`config.mk`:
```
export PLATFORM = sky130hd
export DESIGN_NAME = air_cipher_sync_mode_control
export DESIGN_NICKNAME = d
export VERILOG_FILES = /design/src/design/air_cipher_pkg.sv /design/src/design/air_cipher_sync_mode_control.sv /design/src/design/keystream_loader.sv
export SDC_FILE = /design/constraint.sdc
export NUM_CORES = 1
export LEC_CHECK = 0
export ABC_AREA = 0
export BUFFER_PORTS_ARGS = -buffer_cell sky130_fd_sc_hd__buf_2
export CORE_MARGIN = 4
export CORE_UTILIZATION = 35
export CTS_CLUSTER_DIAMETER = 150
export DETAILED_ROUTE_END_ITERATION = 10
export GPL_TIMING_DRIVEN = 0
export HOLD_SLACK_MARGIN = 0.03
export PLACE_DENSITY = 0.68
export SLEW_MARGIN = 20
export SYNTH_ARGS = -nofsm -noshare
export SYNTH_HDL_FRONTEND = slang
export SYNTH_SLANG_ARGS = --single-unit
```
`constraint.sdc`:
```
create_clock -name clk -period 5.2 [get_ports clk]
set_clock_uncertainty 0.1 [all_clocks]
set_input_delay 1.3 -clock clk [delete_from_list [all_inputs] [get_ports clk]]
set_output_delay 1.3 -clock clk [all_outputs]
set_load 0.03 [all_outputs]
```
`src/design/air_cipher_pkg.sv`:
```
package air_cipher_pkg;
    localparam int key_width = 64;
    localparam int init_width = 35;
    localparam int frame_lsb = 0;
    localparam int frame_width = 4;
    localparam int multiframe_lsb = 4;
    localparam int multiframe_width = 24;
    localparam int bearer_lsb = 28;
    localparam int bearer_width = 4;
    localparam int conn_lsb = 32;
    localparam int conn_width = 3;
    localparam logic [3:0] first_bearer_number = 4'hf;
    localparam int segment_bits = 360;
    localparam int pair_bits = 720;
    localparam logic [2:0] request_repeats = 3'h5;
    localparam logic [9:0] pair_bits_last = 10'h2cf;
    localparam logic [9:0] segment_bits_last = 10'h167;

    typedef enum logic [2:0] {
        msg_none,
        msg_begin_request,
        msg_begin_grant,
        msg_end_request,
        msg_end_grant
    } tail_msg_type;

    typedef enum logic [1:0] {
        rx_none,
        rx_begin_confirm,
        rx_end_confirm
    } rx_msg_type;
endpackage : air_cipher_pkg

```
`src/design/air_cipher_sync_mode_control.sv`:
```
// Functional notes
// - start clear, switch only at agreed frames
// - same 64 bit key loaded both sides
// - basic init value: frame, multiframe, zeros
// - advanced: bearer number and connection bits
// - reload generator every encrypted frame
// - 720 bits: fixed then portable half
// - portable decrypts fixed, encrypts portable half
// - duplex: both fields encrypted in mode
// - portable uses bearer number 15 first
// - portable tails even frames, never encrypted
// - only portable side initiates switches
// - begin request five even frames, confirm
// - no begin confirm: release, disconnect
// - decrypt from confirm frame, discard before
// - begin grant next even, encrypt onward
// - end request five even frames, timeout
// - end confirm frame clear, discard before
// - end grant next even, clear onward
`timescale 1ns/100ps
`default_nettype none
module air_cipher_sync_mode_control (
    input wire logic clk,
    input wire logic reset,
    // frame timing from the mac, pulse at each frame start
    input wire logic frame_start,
    input wire logic [3:0] frame_number,
    input wire logic [23:0] multiframe_number,
    input wire logic advanced,
    input wire logic first_bearer,
    input wire logic [3:0] logical_bearer_number,
    input wire logic [2:0] extended_connection_number,
    input wire logic [63:0] cipher_key,
    // one cycle request to toggle the cipher mode
    input wire logic cipher_switch_request_prim,
    // tail received in this frame, valid during rx_msg_valid pulse
    input wire logic rx_msg_valid,
    input wire air_cipher_pkg::rx_msg_type rx_msg,
    input wire logic keystream_bit_valid,
    output logic [63:0] keystream_key,
    output logic keystream_load,
    output logic [34:0] init_value,
    output logic keystream_fixed_segment,
    output logic keystream_portable_segment,
    output logic [8:0] keystream_bit_index,
    output logic [3:0] bearer_number_used,
    output air_cipher_pkg::tail_msg_type tx_msg,
    output logic tx_msg_encrypt,
    output logic tx_encrypt,
    output logic rx_decrypt,
    output logic rx_discard,
    output logic encrypt_mode,
    output logic cipher_switch_confirm_prim,
    output logic disconnect_indication_prim,
    output logic busy
);
    typedef enum logic [2:0] {
        st_clear,
        st_begin_wait,
        st_begin_grant,
        st_ciphered,
        st_end_wait,
        st_end_grant,
        st_released
    } mode_state_type;

    typedef struct packed {
        mode_state_type mode;
        logic pending;
        logic [2:0] repeats;
        air_cipher_pkg::tail_msg_type msg;
        logic tx_enc;
        logic rx_dec;
        logic discard;
        logic confirm;
        logic disconnect;
        logic [63:0] key;
        logic [3:0] bearer;
    } state_type;

    state_type s;
    state_type next_s;

    function automatic logic even_frame(input logic [3:0] number);
        even_frame = ~number[0];
    endfunction : even_frame

    logic even_now;
    logic frame_encrypted;

    assign even_now = even_frame(frame_number);

    always_comb begin
        next_s = s;
        next_s.confirm = 1'b0;
        next_s.disconnect = 1'b0;
        if (cipher_switch_request_prim && (s.mode == st_clear || s.mode == st_ciphered)) begin
            next_s.pending = 1'b1;
        end
        if (frame_start) begin
            next_s.key = cipher_key;
            next_s.bearer = first_bearer ? air_cipher_pkg::first_bearer_number
                : logical_bearer_number;
            next_s.msg = air_cipher_pkg::msg_none;
            if (even_now) begin
                case (s.mode)
                    st_clear: begin
                        if (s.pending) begin
                            next_s.pending = 1'b0;
                            next_s.mode = st_begin_wait;
                            next_s.repeats = 3'h1;
                            next_s.msg = air_cipher_pkg::msg_begin_request;
                            next_s.discard = 1'b1;
                        end
                    end
                    st_begin_wait: begin
                        if (s.repeats == air_cipher_pkg::request_repeats) begin
                            next_s.mode = st_released;
                            next_s.disconnect = 1'b1;
                            next_s.discard = 1'b0;
                        end else begin
                            next_s.repeats = s.repeats + 3'h1;
                            next_s.msg = air_cipher_pkg::msg_begin_request;
                        end
                    end
                    st_begin_grant: begin
                        next_s.msg = air_cipher_pkg::msg_begin_grant;
                        next_s.tx_enc = 1'b1;
                        next_s.mode = st_ciphered;
                    end
                    st_ciphered: begin
                        if (s.pending) begin
                            next_s.pending = 1'b0;
                            next_s.mode = st_end_wait;
                            next_s.repeats = 3'h1;
                            next_s.msg = air_cipher_pkg::msg_end_request;
                            next_s.discard = 1'b1;
                        end
                    end
                    st_end_wait: begin
                        if (s.repeats == air_cipher_pkg::request_repeats) begin
                            next_s.mode = st_released;
                            next_s.disconnect = 1'b1;
                            next_s.discard = 1'b0;
                        end else begin
                            next_s.repeats = s.repeats + 3'h1;
                            next_s.msg = air_cipher_pkg::msg_end_request;
                        end
                    end
                    st_end_grant: begin
                        next_s.msg = air_cipher_pkg::msg_end_grant;
                        next_s.tx_enc = 1'b0;
                        next_s.mode = st_clear;
                    end
                    st_released: begin
                        next_s.pending = 1'b0;
                    end
                    default: begin
                        next_s.mode = st_clear;
                    end
                endcase
            end
        end
        // confirms from the fixed side arrive in odd frames
        if (rx_msg_valid) begin
            if (s.mode == st_begin_wait && rx_msg == air_cipher_pkg::rx_begin_confirm) begin
                next_s.mode = st_begin_grant;
                next_s.rx_dec = 1'b1;
                next_s.discard = 1'b0;
                next_s.confirm = 1'b1;
            end else if (s.mode == st_end_wait && rx_msg == air_cipher_pkg::rx_end_confirm) begin
                next_s.mode = st_end_grant;
                next_s.rx_dec = 1'b0;
                next_s.discard = 1'b0;
                next_s.confirm = 1'b1;
            end
        end
        if (reset) begin
            next_s = '0;
            next_s.mode = st_clear;
            next_s.msg = air_cipher_pkg::msg_none;
            next_s.bearer = air_cipher_pkg::first_bearer_number;
        end
    end

    always_ff @(posedge clk) begin
        s <= next_s;
    end

    // generator runs for any frame where either direction is ciphered
    assign frame_encrypted = next_s.tx_enc || next_s.rx_dec
        || (s.mode == st_begin_wait) || (s.mode == st_begin_grant);

    keystream_loader loader (
        .clk(clk),
        .reset(reset),
        .frame_start(frame_start),
        .encrypt_frame(frame_encrypted),
        .advanced(advanced),
        .frame_number(frame_number),
        .multiframe_number(multiframe_number),
        .logical_bearer_number(next_s.bearer),
        .extended_connection_number(extended_connection_number),
        .keystream_bit_valid(keystream_bit_valid),
        .keystream_load(keystream_load),
        .init_value(init_value),
        .keystream_fixed_segment(keystream_fixed_segment),
        .keystream_portable_segment(keystream_portable_segment),
        .keystream_bit_index(keystream_bit_index)
    );

    assign keystream_key = s.key;
    assign bearer_number_used = s.bearer;
    assign tx_msg = s.msg;
    assign tx_msg_encrypt = 1'b0;
    // transmit uses portable half, receive uses fixed half
    assign tx_encrypt = s.tx_enc && keystream_portable_segment;
    assign rx_decrypt = s.rx_dec && keystream_fixed_segment;
    assign rx_discard = s.discard;
    assign encrypt_mode = s.tx_enc;
    assign cipher_switch_confirm_prim = s.confirm;
    assign disconnect_indication_prim = s.disconnect;
    assign busy = s.mode != st_clear && s.mode != st_ciphered;
endmodule : air_cipher_sync_mode_control
`default_nettype wire

```
`src/design/keystream_loader.sv`:
```
`timescale 1ns/100ps
`default_nettype none
// builds the frame init value and sequences the 720 bit stream
module keystream_loader (
    input wire logic clk,
    input wire logic reset,
    input wire logic frame_start,
    input wire logic encrypt_frame,
    input wire logic advanced,
    input wire logic [3:0] frame_number,
    input wire logic [23:0] multiframe_number,
    input wire logic [3:0] logical_bearer_number,
    input wire logic [2:0] extended_connection_number,
    input wire logic keystream_bit_valid,
    output logic keystream_load,
    output logic [34:0] init_value,
    output logic keystream_fixed_segment,
    output logic keystream_portable_segment,
    output logic [8:0] keystream_bit_index
);
    typedef struct packed {
        logic load;
        logic [34:0] iv;
        logic running;
        logic [9:0] count;
    } state_type;

    state_type s;
    state_type next_s;

    always_comb begin
        next_s = s;
        next_s.load = 1'b0;
        if (frame_start && encrypt_frame) begin
            next_s.load = 1'b1;
            next_s.running = 1'b1;
            next_s.count = 10'h000;
            next_s.iv = '0;
            next_s.iv[air_cipher_pkg::frame_lsb +: air_cipher_pkg::frame_width] =
                frame_number;
            next_s.iv[air_cipher_pkg::multiframe_lsb +: air_cipher_pkg::multiframe_width] =
                multiframe_number;
            if (advanced) begin
                next_s.iv[air_cipher_pkg::bearer_lsb +: air_cipher_pkg::bearer_width] =
                    logical_bearer_number;
                next_s.iv[air_cipher_pkg::conn_lsb +: air_cipher_pkg::conn_width] =
                    extended_connection_number;
            end
        end else if (s.running && keystream_bit_valid) begin
            if (s.count == air_cipher_pkg::pair_bits_last) begin
                next_s.running = 1'b0;
            end
            next_s.count = s.count + 10'h001;
        end
        if (reset) begin
            next_s = '0;
        end
    end

    always_ff @(posedge clk) begin
        s <= next_s;
    end

    assign keystream_load = s.load;
    assign init_value = s.iv;
    // first half fixed segment, second half portable segment
    assign keystream_fixed_segment = s.running && (s.count <= air_cipher_pkg::segment_bits_last);
    assign keystream_portable_segment = s.running && (s.count > air_cipher_pkg::segment_bits_last);
    assign keystream_bit_index = keystream_portable_segment ?
        9'(s.count - 10'(air_cipher_pkg::segment_bits)) : s.count[8:0];
endmodule : keystream_loader
`default_nettype wire

```
==> impl_metrics.ini <==
[floorplan]
initial_utilization = 0.359
dieHeight_um = 141
row_count = 48
die_area_um2 = 20000
coreArea_um2 = 17400
die_x_um = 141
io_pins = 235

[grt]
grt_max_degree = 17
grt_pass1_vias = 5301
antenna_found_initial = 0
grt_pass1_wl_mm = 26.3
grt_use_total = 0.161
grt-ovfl-total = 0

[sta]
hold_viol = 0
rsz0062_at_grt = no
setup_violations = 0
setup_tns_ns = 0
slew_headroom = 0.514
hold_ws_ns = 0.377
max_freq_mhz = 278
drv_slew = 0
fin_crit_sh = 0.693
tightestPinTransition_ns = 0.729
fin_crit_ns = 3.60

[worst_setup_path]
r2r_start = s[82]$_SDFF_PP0_
path_class = reg -> out
crit_path_start_kind = flop
cp_data_required_time_ns = 3.80
cp-end-kind = primary output
crit_path_start = loader.s[4]$_SDFFE_PP0P_
crit_fanout = 8
rr_endpoint = loader.s[1]$_SDFFE_PP0P_
reg2reg_depth = 7
critPathArrivalTime_ns = 2.20
rrSetupSlack_ns = 2.98

[clock_network]
cts_buffer_depth = 2
ctsHoldBuffers = 0
cts_tree = built
numCtsBuffers = 17
cts-htree-levels = 4
path_clk_slew_ns = 0.06
cts-root-buf = clkbuf_16
postCtsSetupRepairBufs = 0
clock_sinks = 130
insertion_delay_ns = 0.41
post_cts_resized = 0

[synth]
synth_edf_count = 0
syn_nets = 783
synth_top_cell_by_area = dfxtp_1
synth_common_cells = 130 x dfxtp_1, 111 x buf_4, 102 x nor2_1
async_flop_share = 0
synth.most_common_cell = dfxtp_1
ys_seq_elements = 130
synth_area_per_cell_um2 = 9.29
syn_inst = 671
synth.area.top_cells = dfxtp_1 42%, buf_4 13%, mux2i_1 11%, nor2_1 6.1%, a31o_1 4.2%
yosys.area.top_type_share = 0.417
ys_types = 55
synth-seq-area-share = 0.417
yosys_warnings = 0
synthFlopType = dfxtp_1
synth_area_um2 = 6230

[power_and_ir_drop]
power_mw = 2.76
vdd_drop_max_mv = 0.208
p_leak_nw = 4.25
p_per_area_nw_per_um2 = 329

[worst_hold_path]
worstHoldStart = loader.init_value[31]$_SDFFE_PP0P_
min-delay-path-class = reg -> reg
hold_depth = 2
whs_endpoint = loader.init_value[31]$_SDFFE_PP0P_

[route]
post_drt_via_cell_ratio = 4.57
finalWirelength_mm = 16.3
antenna_left = 0
drc = 0
drtIter0Drc = 168
first_pass_iters = 6
wl_per_cell_um = 14.0
vias = 5307

[placed_design]
dpl.cell_count = 1127
place_hpwl_mm = 12.4
globalplace.congestion = 0.857
io_buffers = 231

[cells_and_area]
areaGrowthSynthToFinish_pct = 34.1
final_cells = 1162
nNetsFinal = 1033
drive_gt1_frac = 0.422
finish.utilization = 0.482

[run_status]
status = finished clean

[flow_run]
maxCapViolations = 0
report_power, final:
part / internal [mW] / leakage (nW) / switching, mW
registers: 1.04 / 1.06 / 0.0198
logic: 0.143 / 2.86 / 0.189
clock network: 0.925 / 0.326 / 0.443
cell families after synthesis:
kind of cell / after synthesis / share of synthesized area
AO/OA/AOI/OAI: 87 / 0.104
XOR/XNOR: 14 / 0.0197
adder cells (fa/ha/maj): 3 / 0.00602
buffers and inverters: 166 / 0.176
flip-flops: 130 / 0.417
multiplexers: 67 / 0.108
other: 1 / 0.000601
AND/OR/NAND/NOR: 203 / 0.168
cell type report:
cell class | instances | area (um^2)
fill | 1714 | 8990
sequential | 130 | 2600
multi-input combinational | 375 | 2530
timing repair buffer | 231 | 1160
buffer | 157 | 1060
clock buffer | 19 | 453
tap | 225 | 282
clock inverter | 13 | 230
inverter | 9 | 33.8
antenna | 3 | 7.51
flip-flops by register name, indices dropped and copies added (netlist names), 3 cells and up:
signal and count:
keystream_key 64, s 8, loader.s 11, tx_msg 3, bearer_number_used 4, loader.init_value 35
critical path, cell delays in order (launching register included):
cell      delay (ns)
dfxtp_1         0.31
clkbuf_1        0.20
o211a_1         0.26
o21a_1          0.18
o21ai_1         0.37
nor2_1          0.12
xor2_1          0.15
buf_2           0.22
cells in the final DEF, fill, tap and decap left out, types with 4 or more instances in the layout:
master	count
dfxtp_1	130
and2_1	4
nor2_1	102
inv_1	9
nor3_1	4
nand2_1	22
nand4_1	9
clkbuf_16	17
o31ai_1	4
o21ai_0	13
mux2i_1	66
a21oi_1	10
buf_1	5
buf_2	235
xor2_1	8
bufinv_16	6
buf_6	7
nor2b_1	6
nand3_1	9
and4_1	30
xnor2_1	6
a31o_1	30
o21a_1	4
clkbuf_1	30
nand2b_1	5
buf_4	111
through the flow:
step | area [um^2] | setup WS [ns]
after detailed placement | 7670 | 1.69
after floorplan | 6230 | 2.02
after CTS | 8360 | 1.54
after global placement | 7670 | 1.65
after global routing | 8360 | 1.43
final | 8360 | 1.60
worst max-delay path by stage:
stage	endpoint	slack [ns]
2_1_floorplan	keystream_bit_index[6]	2.02
3_5_place_dp	loader.s[1]$_SDFFE_PP0P_	1.69
5_1_grt	keystream_bit_index[6]	1.43
4_1_cts	keystream_bit_index[7]	1.54
6_report	keystream_bit_index[7]	1.60
3_3_place_gp	loader.s[1]$_SDFFE_PP0P_	1.65
metal layers:
| layer | GRT usage | vias up | share of wire |
|---|---|---|---|
| li1 | - | 2705 | - |
| met1 | 0.203 | 2406 | 0.45 |
| met2 | 0.263 | 184 | 0.45 |
| met3 | 0.0553 | 12 | 0.085 |
| met4 | 0.0465 | 0 | 0.011 |
| met5 | 0 | - | 0 |
No activity file was read; power rests on OpenSTA's default activity.
